$ cat config.mk
export PLATFORM = sky130hd
export DESIGN_NAME = msd_ctrl
export DESIGN_NICKNAME = d
export VERILOG_FILES = /design/src/shared/msd_pkg.sv /design/src/shared/msd_cfg_if.sv /design/src/core/msd_apb_regs.sv /design/src/core/msd_ctrl.sv
export SDC_FILE = /design/constraint.sdc
export NUM_CORES = 1
export LEC_CHECK = 0
export BUFFER_PORTS_ARGS = -buffer_cell sky130_fd_sc_hd__buf_2
export CAP_MARGIN = 20
export CORE_ASPECT_RATIO = 1.5
export CORE_UTILIZATION = 40
export DETAILED_ROUTE_END_ITERATION = 10
export PLACE_DENSITY = 0.64
export SETUP_SLACK_MARGIN = 0.05
export SLEW_MARGIN = 10
export SYNTH_ARGS = -nofsm -noshare
export SYNTH_HDL_FRONTEND = slang
export SYNTH_SLANG_ARGS = --single-unit
$ cat constraint.sdc
create_clock -name pclk -period 2.9 [get_ports pclk]
set_input_delay 0 -clock pclk [delete_from_list [all_inputs] [get_ports pclk]]
set_output_delay 0 -clock pclk [all_outputs]
set_load 0.02 [all_outputs]
$ cat src/shared/msd_pkg.sv
// shared constants, register map and state codes of the motor start/stop
// and direction controller; assumes a 10 MHz APB clock
package msd_pkg;

    // ------------------------------------------------------------------
    // register map (byte offsets)
    // ------------------------------------------------------------------
    localparam logic [7:0] MSD_OFS_CTRL = 8'h00;
    localparam logic [7:0] MSD_OFS_DEAD = 8'h04;
    localparam logic [7:0] MSD_OFS_STOPT = 8'h08;
    localparam logic [7:0] MSD_OFS_PROC = 8'h0C;
    localparam logic [7:0] MSD_OFS_THR = 8'h10;
    localparam logic [7:0] MSD_OFS_STAT = 8'h14;

    // ------------------------------------------------------------------
    // control register fields and reset values
    // ------------------------------------------------------------------
    localparam int MSD_CTRL_LEVEL = 0;
    localparam int MSD_CTRL_STOP_EN = 1;
    localparam int MSD_CTRL_REV_EN = 2;
    localparam int MSD_CTRL_BRAKE = 3;
    localparam int MSD_CTRL_CMP = 4;
    localparam int MSD_CTRL_W = 5;
    localparam logic [4:0] MSD_CTRL_RST = 5'h02;
    localparam logic [15:0] MSD_DEAD_RST = 16'h0064;
    localparam logic [15:0] MSD_STOPT_RST = 16'h000A;
    localparam logic [15:0] MSD_PROC_RST = 16'h0000;
    localparam logic [15:0] MSD_THR_LO_RST = 16'h0FA0;
    localparam logic [15:0] MSD_THR_HI_RST = 16'h1770;

    // ------------------------------------------------------------------
    // status register fields
    // ------------------------------------------------------------------
    localparam int MSD_ST_STATE = 0;
    localparam int MSD_ST_FWD_RELAY = 8;
    localparam int MSD_ST_REV_RELAY = 9;
    localparam int MSD_ST_DIR = 10;
    localparam int MSD_ST_CONFLICT = 11;
    localparam int MSD_ST_CMP_RUN = 12;
    localparam int MSD_ST_INPUTS = 13;

    // ------------------------------------------------------------------
    // timing
    // ------------------------------------------------------------------
    localparam int unsigned MSD_CLK_PERIOD_NS = 100;
    localparam int unsigned MSD_MS_TIME_NS = 1000000;
    localparam int unsigned MSD_MS_TICK_CYCLES =
        (MSD_MS_TIME_NS + MSD_CLK_PERIOD_NS - 1) / MSD_CLK_PERIOD_NS;
    localparam int unsigned MSD_CHG_TIME_MS = 100;
    localparam logic [15:0] MSD_CHG_TICKS = 16'(MSD_CHG_TIME_MS);

    // ------------------------------------------------------------------
    // sequencer states
    // ------------------------------------------------------------------
    typedef enum logic [5:0] {
        MSD_IDLE = 6'h01,
        MSD_RUN = 6'h02,
        MSD_DEAD = 6'h04,
        MSD_BRAKE = 6'h08,
        MSD_STOP = 6'h10,
        MSD_GAP = 6'h20
    } msd_state_t;

endpackage : msd_pkg

$ cat src/shared/msd_cfg_if.sv
// configuration and status bundle between register file and sequencer
// assumes both ends run on the same pclk
`timescale 1ns/100ps
`default_nettype none
interface msd_cfg_if;
    logic level_mode;
    logic stop_en;
    logic rev_en;
    logic brake_en;
    logic cmp_en;
    logic [15:0] dead_ms;
    logic [15:0] stop_ms;
    logic [15:0] proc_val;
    logic [15:0] thr_lo;
    logic [15:0] thr_hi;
    logic [31:0] status;

    modport regs (
        output level_mode, stop_en, rev_en, brake_en, cmp_en,
        output dead_ms, stop_ms, proc_val, thr_lo, thr_hi,
        input status
    );
    modport core (
        input level_mode, stop_en, rev_en, brake_en, cmp_en,
        input dead_ms, stop_ms, proc_val, thr_lo, thr_hi,
        output status
    );
endinterface : msd_cfg_if
`default_nettype wire

$ cat src/core/msd_apb_regs.sv
// APB slave register file of the motor start/stop and direction controller
// assumes an APB master on pclk; zero wait states, slverr on unmapped access
`timescale 1ns/100ps
`default_nettype none
module msd_apb_regs
    import msd_pkg::*;
(
    input wire logic pclk,
    input wire logic presetn,
    input wire logic [7:0] paddr,
    input wire logic psel,
    input wire logic penable,
    input wire logic pwrite,
    input wire logic [31:0] pwdata,
    output logic pready,
    output logic [31:0] prdata,
    output logic pslverr,
    msd_cfg_if.regs cfg
);

    // ------------------------------------------------------------------
    // decode
    // ------------------------------------------------------------------
    logic [4:0] ctrl_r, ctrl_nxt;
    logic [15:0] dead_r, dead_nxt, stopt_r, stopt_nxt, proc_r, proc_nxt;
    logic [15:0] lo_r, lo_nxt, hi_r, hi_nxt;
    logic pready_r, pready_nxt, pslverr_r, pslverr_nxt;
    logic [31:0] prdata_r, prdata_nxt;
    logic setup, wr_en;

    function automatic logic mapped(input logic [7:0] a);
        mapped = (a == MSD_OFS_CTRL) || (a == MSD_OFS_DEAD) ||
                 (a == MSD_OFS_STOPT) || (a == MSD_OFS_PROC) ||
                 (a == MSD_OFS_THR) || (a == MSD_OFS_STAT);
    endfunction : mapped

    assign setup = psel && !penable;
    assign wr_en = psel && penable && pready_r && pwrite && mapped(paddr);

    // ------------------------------------------------------------------
    // bus handshake and registers
    // ------------------------------------------------------------------
    always_comb begin
        pready_nxt = setup;
        pslverr_nxt = setup && !mapped(paddr);
        prdata_nxt = prdata_r;
        if (setup) begin
            unique case (paddr)
                MSD_OFS_CTRL: prdata_nxt = {27'h0000000, ctrl_r};
                MSD_OFS_DEAD: prdata_nxt = {16'h0000, dead_r};
                MSD_OFS_STOPT: prdata_nxt = {16'h0000, stopt_r};
                MSD_OFS_PROC: prdata_nxt = {16'h0000, proc_r};
                MSD_OFS_THR: prdata_nxt = {hi_r, lo_r};
                MSD_OFS_STAT: prdata_nxt = cfg.status;
                default: prdata_nxt = 32'h00000000;
            endcase
        end
        ctrl_nxt = ctrl_r;
        dead_nxt = dead_r;
        stopt_nxt = stopt_r;
        proc_nxt = proc_r;
        lo_nxt = lo_r;
        hi_nxt = hi_r;
        if (wr_en) begin
            unique case (paddr)
                MSD_OFS_CTRL: ctrl_nxt = pwdata[MSD_CTRL_W-1:0];
                MSD_OFS_DEAD: dead_nxt = pwdata[15:0];
                MSD_OFS_STOPT: stopt_nxt = pwdata[15:0];
                MSD_OFS_PROC: proc_nxt = pwdata[15:0];
                MSD_OFS_THR: begin
                    lo_nxt = pwdata[15:0];
                    hi_nxt = pwdata[31:16];
                end
                default: ;
            endcase
        end
    end

    always_ff @(posedge pclk or negedge presetn) begin
        if (!presetn) begin
            pready_r <= 1'b0;
            pslverr_r <= 1'b0;
            prdata_r <= 32'h00000000;
            ctrl_r <= MSD_CTRL_RST;
            dead_r <= MSD_DEAD_RST;
            stopt_r <= MSD_STOPT_RST;
            proc_r <= MSD_PROC_RST;
            lo_r <= MSD_THR_LO_RST;
            hi_r <= MSD_THR_HI_RST;
        end else begin
            pready_r <= pready_nxt;
            pslverr_r <= pslverr_nxt;
            prdata_r <= prdata_nxt;
            ctrl_r <= ctrl_nxt;
            dead_r <= dead_nxt;
            stopt_r <= stopt_nxt;
            proc_r <= proc_nxt;
            lo_r <= lo_nxt;
            hi_r <= hi_nxt;
        end
    end

    assign pready = pready_r;
    assign pslverr = pslverr_r;
    assign prdata = prdata_r;
    assign cfg.level_mode = ctrl_r[MSD_CTRL_LEVEL];
    assign cfg.stop_en = ctrl_r[MSD_CTRL_STOP_EN];
    assign cfg.rev_en = ctrl_r[MSD_CTRL_REV_EN];
    assign cfg.brake_en = ctrl_r[MSD_CTRL_BRAKE];
    assign cfg.cmp_en = ctrl_r[MSD_CTRL_CMP];
    assign cfg.dead_ms = dead_r;
    assign cfg.stop_ms = stopt_r;
    assign cfg.proc_val = proc_r;
    assign cfg.thr_lo = lo_r;
    assign cfg.thr_hi = hi_r;

endmodule : msd_apb_regs
`default_nettype wire

$ cat src/core/msd_ctrl.sv
// top of the motor start/stop and direction controller: input decode,
// run/stop/brake sequencer and contactor relay drive
// assumes inputs synchronous to pclk (10 MHz) and contact-closed = 1
//
// Local design decisions: the register offsets and the APB slave port.
`timescale 1ns/100ps
`default_nettype none
module msd_ctrl
    import msd_pkg::*;
#(
    parameter int unsigned MS_TICK_CYCLES = MSD_MS_TICK_CYCLES
) (
    input wire logic pclk,
    input wire logic presetn,
    input wire logic [7:0] paddr,
    input wire logic psel,
    input wire logic penable,
    input wire logic pwrite,
    input wire logic [31:0] pwdata,
    output logic pready,
    output logic [31:0] prdata,
    output logic pslverr,
    input wire logic run_forward_input,
    input wire logic stop_command_input,
    input wire logic run_reverse_input,
    output logic first_relay_output,
    output logic second_relay_output
);

    localparam int PW = $clog2(MS_TICK_CYCLES + 1);

    // ------------------------------------------------------------------
    // register file
    // ------------------------------------------------------------------
    msd_cfg_if cfg_bus ();

    msd_apb_regs u_regs (
        .pclk(pclk),
        .presetn(presetn),
        .paddr(paddr),
        .psel(psel),
        .penable(penable),
        .pwrite(pwrite),
        .pwdata(pwdata),
        .pready(pready),
        .prdata(prdata),
        .pslverr(pslverr),
        .cfg(cfg_bus.regs)
    );

    // ------------------------------------------------------------------
    // input decode
    // ------------------------------------------------------------------
    logic primed_r, primed_nxt, fwd_prev_r, fwd_prev_nxt;
    logic rev_prev_r, rev_prev_nxt, cmp_run_r, cmp_run_nxt;
    logic fwd_rise, rev_rise, powerup_start, stop_ok, conflict, demand;
    logic start_fwd, start_rev, stop_req, level, rev_on;

    assign level = cfg_bus.level_mode;
    assign rev_on = cfg_bus.rev_en && !level;
    assign stop_ok = !cfg_bus.stop_en || stop_command_input;
    assign fwd_rise = primed_r && run_forward_input && !fwd_prev_r;
    assign rev_rise = primed_r && run_reverse_input && !rev_prev_r;
    // maintained forward contact closed through power-up counts as a start only with the stop input enabled and closed
    assign powerup_start = !primed_r && run_forward_input &&
                           cfg_bus.stop_en && stop_command_input;
    assign conflict = rev_on && run_forward_input && run_reverse_input;
    assign demand = cfg_bus.cmp_en ? cmp_run_r : run_forward_input;

    always_comb begin
        primed_nxt = 1'b1;
        fwd_prev_nxt = run_forward_input;
        rev_prev_nxt = run_reverse_input;
        cmp_run_nxt = cmp_run_r;
        if (cfg_bus.proc_val < cfg_bus.thr_lo) begin
            cmp_run_nxt = 1'b1;
        end else if (cfg_bus.proc_val >= cfg_bus.thr_hi) begin
            cmp_run_nxt = 1'b0;
        end
        if (level) begin
            start_fwd = demand && stop_ok;
            start_rev = 1'b0;
            stop_req = !demand || !stop_ok;
        end else begin
            start_fwd = (fwd_rise || powerup_start) && stop_ok &&
                        !(rev_on && run_reverse_input);
            start_rev = rev_on && rev_rise && stop_ok &&
                        !run_forward_input;
            stop_req = !stop_ok || conflict;
        end
    end

    always_ff @(posedge pclk or negedge presetn) begin
        if (!presetn) begin
            primed_r <= 1'b0;
            fwd_prev_r <= 1'b0;
            rev_prev_r <= 1'b0;
            cmp_run_r <= 1'b0;
        end else begin
            primed_r <= primed_nxt;
            fwd_prev_r <= fwd_prev_nxt;
            rev_prev_r <= rev_prev_nxt;
            cmp_run_r <= cmp_run_nxt;
        end
    end

    // ------------------------------------------------------------------
    // millisecond timer
    // ------------------------------------------------------------------
    logic [PW-1:0] presc_r, presc_nxt;
    logic [15:0] timer_r, timer_nxt, load_val;
    logic tick, load;

    function automatic logic [15:0] ms_load(input logic [15:0] ms);
        ms_load = (ms == 16'h0000) ? 16'h0001 : ms;
    endfunction : ms_load

    assign tick = (presc_r == PW'(MS_TICK_CYCLES - 1));

    always_comb begin
        presc_nxt = (load || tick) ? '0 : PW'(presc_r + 1'b1);
        timer_nxt = timer_r;
        if (load) begin
            timer_nxt = load_val;
        end else if (tick && timer_r != 16'h0000) begin
            timer_nxt = timer_r - 16'h0001;
        end
    end

    always_ff @(posedge pclk or negedge presetn) begin
        if (!presetn) begin
            presc_r <= '0;
            timer_r <= 16'h0000;
        end else begin
            presc_r <= presc_nxt;
            timer_r <= timer_nxt;
        end
    end

    // ------------------------------------------------------------------
    // sequencer and relay drive
    // ------------------------------------------------------------------
    msd_state_t state_r, state_nxt;
    logic dir_r, dir_nxt, fwd_rly_r, fwd_rly_nxt, rev_rly_r, rev_rly_nxt;
    logic [15:0] gap_ms;
    logic t_done;

    assign t_done = (timer_r == 16'h0000);
    assign gap_ms = rev_on ? MSD_CHG_TICKS : ms_load(cfg_bus.dead_ms);

    always_comb begin
        state_nxt = state_r;
        dir_nxt = dir_r;
        load = 1'b0;
        load_val = 16'h0000;
        unique case (state_r)
            MSD_IDLE: begin
                if (start_fwd && !conflict) begin
                    state_nxt = MSD_RUN;
                    dir_nxt = 1'b0;
                end else if (start_rev && !conflict) begin
                    state_nxt = MSD_RUN;
                    dir_nxt = 1'b1;
                end
            end
            MSD_RUN: begin
                if (stop_req && cfg_bus.brake_en) begin
                    state_nxt = MSD_DEAD;
                    load = 1'b1;
                    load_val = ms_load(cfg_bus.dead_ms);
                end else if (stop_req) begin
                    state_nxt = MSD_STOP;
                    load = 1'b1;
                    load_val = ms_load(cfg_bus.stop_ms);
                end
            end
            MSD_DEAD: begin
                if (t_done) begin
                    state_nxt = MSD_BRAKE;
                    load = 1'b1;
                    load_val = ms_load(cfg_bus.stop_ms);
                end
            end
            MSD_BRAKE, MSD_STOP: begin
                if (t_done) begin
                    state_nxt = MSD_GAP;
                    load = 1'b1;
                    load_val = gap_ms;
                end
            end
            MSD_GAP: begin
                if (t_done) begin
                    state_nxt = MSD_IDLE;
                end
            end
            default: state_nxt = MSD_IDLE;
        endcase
        fwd_rly_nxt = 1'b0;
        rev_rly_nxt = 1'b0;
        if (state_nxt == MSD_RUN || state_nxt == MSD_STOP) begin
            fwd_rly_nxt = !dir_nxt;
            rev_rly_nxt = dir_nxt;
        end else if (state_nxt == MSD_BRAKE) begin
            fwd_rly_nxt = dir_nxt;
            rev_rly_nxt = !dir_nxt;
        end
    end

    always_ff @(posedge pclk or negedge presetn) begin
        if (!presetn) begin
            state_r <= MSD_IDLE;
            dir_r <= 1'b0;
            fwd_rly_r <= 1'b0;
            rev_rly_r <= 1'b0;
        end else begin
            state_r <= state_nxt;
            dir_r <= dir_nxt;
            fwd_rly_r <= fwd_rly_nxt;
            rev_rly_r <= rev_rly_nxt;
        end
    end

    assign first_relay_output = fwd_rly_r;
    assign second_relay_output = rev_rly_r;
    assign cfg_bus.status = {16'h0000, run_reverse_input,
        stop_command_input, run_forward_input, cmp_run_r, conflict,
        dir_r, rev_rly_r, fwd_rly_r, 2'b00, state_r};
endmodule : msd_ctrl
`default_nettype wire

======== Yosys cells after proc, flatten, opt, wreduce, memory -nomap -nowiden ========
Index checks and enable logic that the tools add are counted.
cells by class
  add/subtract/negate cells ............... 2
  multiply operators ...................... 0
  divide/modulo/power cells ............... 0
  magnitude comparators ................... 2
  equality and inequality tests ........... 15
  shifts and indexed selects .............. 0
  multiplexer cells ....................... 37
  bitwise logic cells ..................... 0
  reductions and logical operators ........ 65
operators by type and width
  operator                 number
  $pmux W32 S6             1
  $mux W16                 9
  $logic_not A16 Y1        3
  $pmux W16 S3             1
  $mux W6                  7
  $pmux W6 S5              1
  $logic_and A1 B1 Y1      27
  $eq A8 B4 Y1 const B     2
  $eq A8 B5 Y1 const B     2
  $ge A16 B16 Y1           1
  $lt A16 B16 Y1           1
  $mux W1                  16
  $reduce_bool A16 Y1      1
  $sub A16 B1 Y16 const B  1
  $add A14 B1 Y14 const B  1
  $eq A14 B14 Y1 const B   1
  $mux W14                 1
  $logic_not A1 Y1         13
  $eq A6 B2 Y1 const B     2
  $eq A6 B4 Y1 const B     2
  $eq A6 B5 Y1 const B     2
  $logic_or A1 B1 Y1       11
  $reduce_and A2 Y1        5
  $eq A8 B3 Y1 const B     1
  8 further kinds          9
storage, ports and cells
  flip-flop bits (word level) ............. 162
  latch bits .............................. 0
  memory bits (writable) .................. 0
  ROM bits ................................ 0
  input port bits ......................... 48
  output and inout port bits .............. 36
  word-level logic and storage cells ...... 140
  memories ................................ 0

======== Depth between registers and ports, before layout ========
  depth after elaboration ................. 14
  depth in mapped cells ................... 9
  mapped depth without buffers ............ 8

======== Modules after synthesis ========
A second synthesis with hierarchy kept.
unflattened totals
  cell total of the unflattened synthesis .. 817
  area, all modules ....................... 8772.2 um^2
by module, submodules not included
  module        instances  cells each  area an instance (um^2)  sequential area each (um^2)
  msd_apb_regs  1          407         5293.8                   3001.6
  msd_ctrl      1          410         3478.3                   1077.3

======== Worst setup path before layout ========
OpenSTA, ideal clock, no wires.
  kind .................................... register -> register
  from .................................... reg timer_r[4]
  to ...................................... reg timer_r[7]
  setup time .............................. 87 ps
  data arrival time ....................... 2489 ps
  data required time ...................... 2813 ps
  path slack .............................. 324 ps
  stages on the path, launching flop included .. 9
  buffers on the path ..................... 2
  period minus slack after synthesis ...... 2576 ps
  path through ............................ dfrtp_1 or4_1 buf_2 or4_1 clkbuf_2 or3_4 a21oi_4 a22oi_1 a22oi_1
on the way
  word-level cells in the longest chain between the ends .. 4
  elaborated cells on any way between the ends .. 12
  classes of those cells .................. add/sub: 1; mux: 7; reduce/logical: 4
RTL lines
  what                                                     RTL line         RTL
  from (decl)                                              msd_ctrl.sv:111  logic [15:0] timer_r, timer_nxt, load_val;
  from (signal assigned)                                   msd_ctrl.sv:136  timer_r <= timer_nxt;
  branches (longest 4 deep; another with $sub A16 B1 Y16)  --
Parallel ways; which one is timed is not known. The select of a mux whose other input is x is not followed.
A chain may end at the register's enable or synchronous reset.

======== Worst setup path after layout ========
Same ends and word-level chain as after synthesis.

==> out/results.txt <==
status -> finished, final reports clean
dpl cells -> 1095
port bufs -> 83
Clock Sinks -> 162
Slew Viols, Final -> 0
Final Hold Viols -> 0
Critical Setup Path Class -> reg -> reg
Startpoint Class -> flop
critical path's slowest cell -> or4_1
Post-CTS Setup Bufs -> 0
most frequent cells in the layout -> dfrtp_1 (142), mux2_2 (86), buf_2 (82)
PwrDens -> 520 nW/um^2
CTS Root Cell -> clkbuf_16
worst-margin pin slew -> 0.928 ns
Final Cycle Share -> 93.6%
vias per std cell -> 5.62
global route total overflow -> 0
first-pass GRT wire length -> 36.9 mm
worst flop-to-flop path startpoint -> timer_r[4]$_DFFE_PN0P_
Post-synth EDFFs -> 0
Hold Path Origin -> stop_command_input
flops & latches, synth -> 162
first drt pass iteration count -> 6
row count -> 64
RSZ-0062 raised after global routing -> no
worst-path cell chain -> or4_1 -> or4_1 -> or3_4 -> a21oi_4 -> a22oi_1 -> a22oi_1
clk slew on worst S/H paths -> 0.07 ns
Detail Placement HPWL -> 16.8 mm
footprint of the multi-input gates -> 3950 sq um
Tot GR Track Use -> 22.8%
DR iter-0 viols -> 488
Syn Inst Count -> 758
Setup Skew -> 0.00938 ns
RD Place Congestion -> 0.900
io pins -> 84
Hold WS -> 0.0513 ns
hold path endpoint -> u_regs.prdata[14]$_DFFE_PN0P_
WP data arrival -> 3.06 ns
routed wire length -> 22.7 mm
most common cell after layout, fill and taps aside -> dfrtp_1
Reg area -> 4080 sq um
Post-Syn Nets -> 840
antenna violations before repair -> 0
clock tree buffer depth -> 2
Avg Cell Area, Syn -> 10.9 sq um
Bufs and invs on worst path -> 0
Antenna diodes -> 0
Final Net Count -> 969
clk_lat worst skew -> 0.44 ns
CTS H-Tree Depth -> 4
yosys warns -> 0
Vias -> 6538
vias in the first global route -> 6797
final instance area -> 10100 sq um
Worst Setup SP -> timer_r[4]$_DFFE_PN0P_
Die W -> 120 microns
worst reg-to-reg path cell count -> 6
DRC errors left -> 0
largest net degree at the start of global routing -> 82
Slew headroom -> 38.1%
DRT antenna net count -> 0
Netlist cell types -> 63
Required @ worst endpoint -> 3.25 ns
Fin Setup TNS -> 0 ns
fraction of layout cells with a size suffix above 1 -> 28.3%
Hold/Removal Path Class -> in -> reg
core area -> 20300 sq um
Post-CTS Resized -> 0
Peak VDD IR -> 0.407 mV
post-DR wirelength/cell -> 19.5 microns
sequential area share after synthesis -> 49.2%
CTS tree -> done
crit-path max FO -> 8
Initial Utilization -> 40.8%
Num CTS Buffers -> 17
leakage -> 4.77 nW
kind of end point of the critical path -> flop
fillcell total -> 1880
Layout area overhead -> 22.3%
CP Depth -> 6
Worst path max stage delay -> 0.62 ns
DIE AREA -> 21300 sq um
Die Y -> 178 microns
Syn Std Cell Area -> 8290 sq um
async set-reset flop share out of synthesis -> 100%
achievable frequency -> 368 MHz
Primary FF master, synth -> dfrtp_1
WHS Path Cells -> 3
Tmin final -> 2.72 ns
delay-heaviest family, CP -> simple AND/OR/NAND/NOR gates
Finished Layout Cells -> 1163
final setup fails -> 0
max_cap viols -> 0
worst r2r dst -> timer_r[7]$_DFFE_PN0P_
Placed Area -> 9120 sq um
reg-to-reg slack, setup -> 0.18 ns
-- worst register-to-register path, stage by stage (launching register included) --
cell and delay (ns):
dfrtp_1 0.43, or4_1 0.55, or4_1 0.62, or3_4 0.46
a21oi_4 0.28, a22oi_1 0.11, a22oi_1 0.17
-- cell families after synthesis --
kind of cell    Yosys count  synth area share (%)
simple gates            206                  12.9
compound gates          166                  14.3
flops                   162                  49.2
mux                      95                  12.8
buf+inv                  72                  3.32
fa+ha+maj                34                  5.13
xor+xnor                 22                  2.32
other cells               1                0.0452
-- synth_stat cells (all sizes together) (8+ instances only) --
library cell	count	area, sq um
clkbuf	27	103
dfrtp	142	3550
a31oi	12	75.1
nor4	15	106
inv	37	139
a21o	8	60.1
dfstp	20	526
nor2	44	165
o21ai	36	180
xnor2	11	96.3
o31ai	16	120
xor2	11	96.3
nand4	14	87.6
nand2	62	233
nand3	14	70.1
a22oi	20	150
buf	8	33.8
mux2	86	968
a21oi	23	126
a222oi	13	130
and3	8	50.1
nor3	11	60.1
ha	34	425
mux2i	9	90.1
-- sequential cells by signal, indices dropped and copies added (netlist names), 5 cells and up --
register / cells
u_regs.cfg.stop_ms: 16
u_regs.cfg.proc_val: 16
u_regs.cfg.thr_lo: 16
state_r: 6
timer_r: 16
u_regs.cfg.thr_hi: 16
u_regs.ctrl_r: 5
u_regs.prdata: 32
presc_r: 14
u_regs.cfg.dead_ms: 16
-- how the worst max path moves through the flow --
stage | to | slack [ns]
2_1_floorplan | timer_r[7]$_DFFE_PN0P_ | 0.32
5_1_grt | timer_r[5]$_DFFE_PN0P_ | 0.05
3_3_place_gp | timer_r[5]$_DFFE_PN0P_ | 0.23
3_5_place_dp | timer_r[7]$_DFFE_PN0P_ | 0.20
4_1_cts | timer_r[7]$_DFFE_PN0P_ | 0.18
6_report | timer_r[7]$_DFFE_PN0P_ | 0.18
-- stage by stage --
step | power (mW) | utilization (%) | setup WS [ns]
global placement | 2.73 | 44.8 | 0.228
detailed placement | 2.73 | 44.8 | 0.200
CTS | 5.32 | 49.9 | 0.177
floorplan | 2.56 | - | 0.324
finish | 5.27 | 49.9 | 0.185
global route | 5.44 | 49.9 | 0.0525
-- cell type report --
| cell class | instances | share of cell area, % |
|---|---|---|
| Inverter | 37 | 1.37 |
| Clock inverter | 10 | 2.04 |
| Timing Repair Buffer | 145 | 9.78 |
| Sequential cell | 162 | 40.2 |
| Tap cell | 264 | 3.26 |
| Clock buffer | 21 | 4.44 |
| Multi-Input combinational cell | 524 | 38.9 |
-- layer usage --
metal  global-route usage, %  up-vias  wire length (microns)
met1                    24.5     3185                   8720
met3                    4.32       65                    944
met4                    13.4        0                   1100
li1                        -     3083                      -
met5                       0        -                      0
met2                    41.3      205                  12000
-- report_power, final --
group	total, mW	switching, mW	internal [mW]
sequential	2.37	0.0541	2.31
clock	2.55	0.915	1.63
combinational	0.362	0.215	0.147
-- timing repair --
item / 4_1_cts / 5_1_grt
endpoints found under the setup margin: 0 / 0
endpoints found under the hold margin: 158 / 0
hold buffers: 37 / 0
Power figures use the tool's default switching activity.
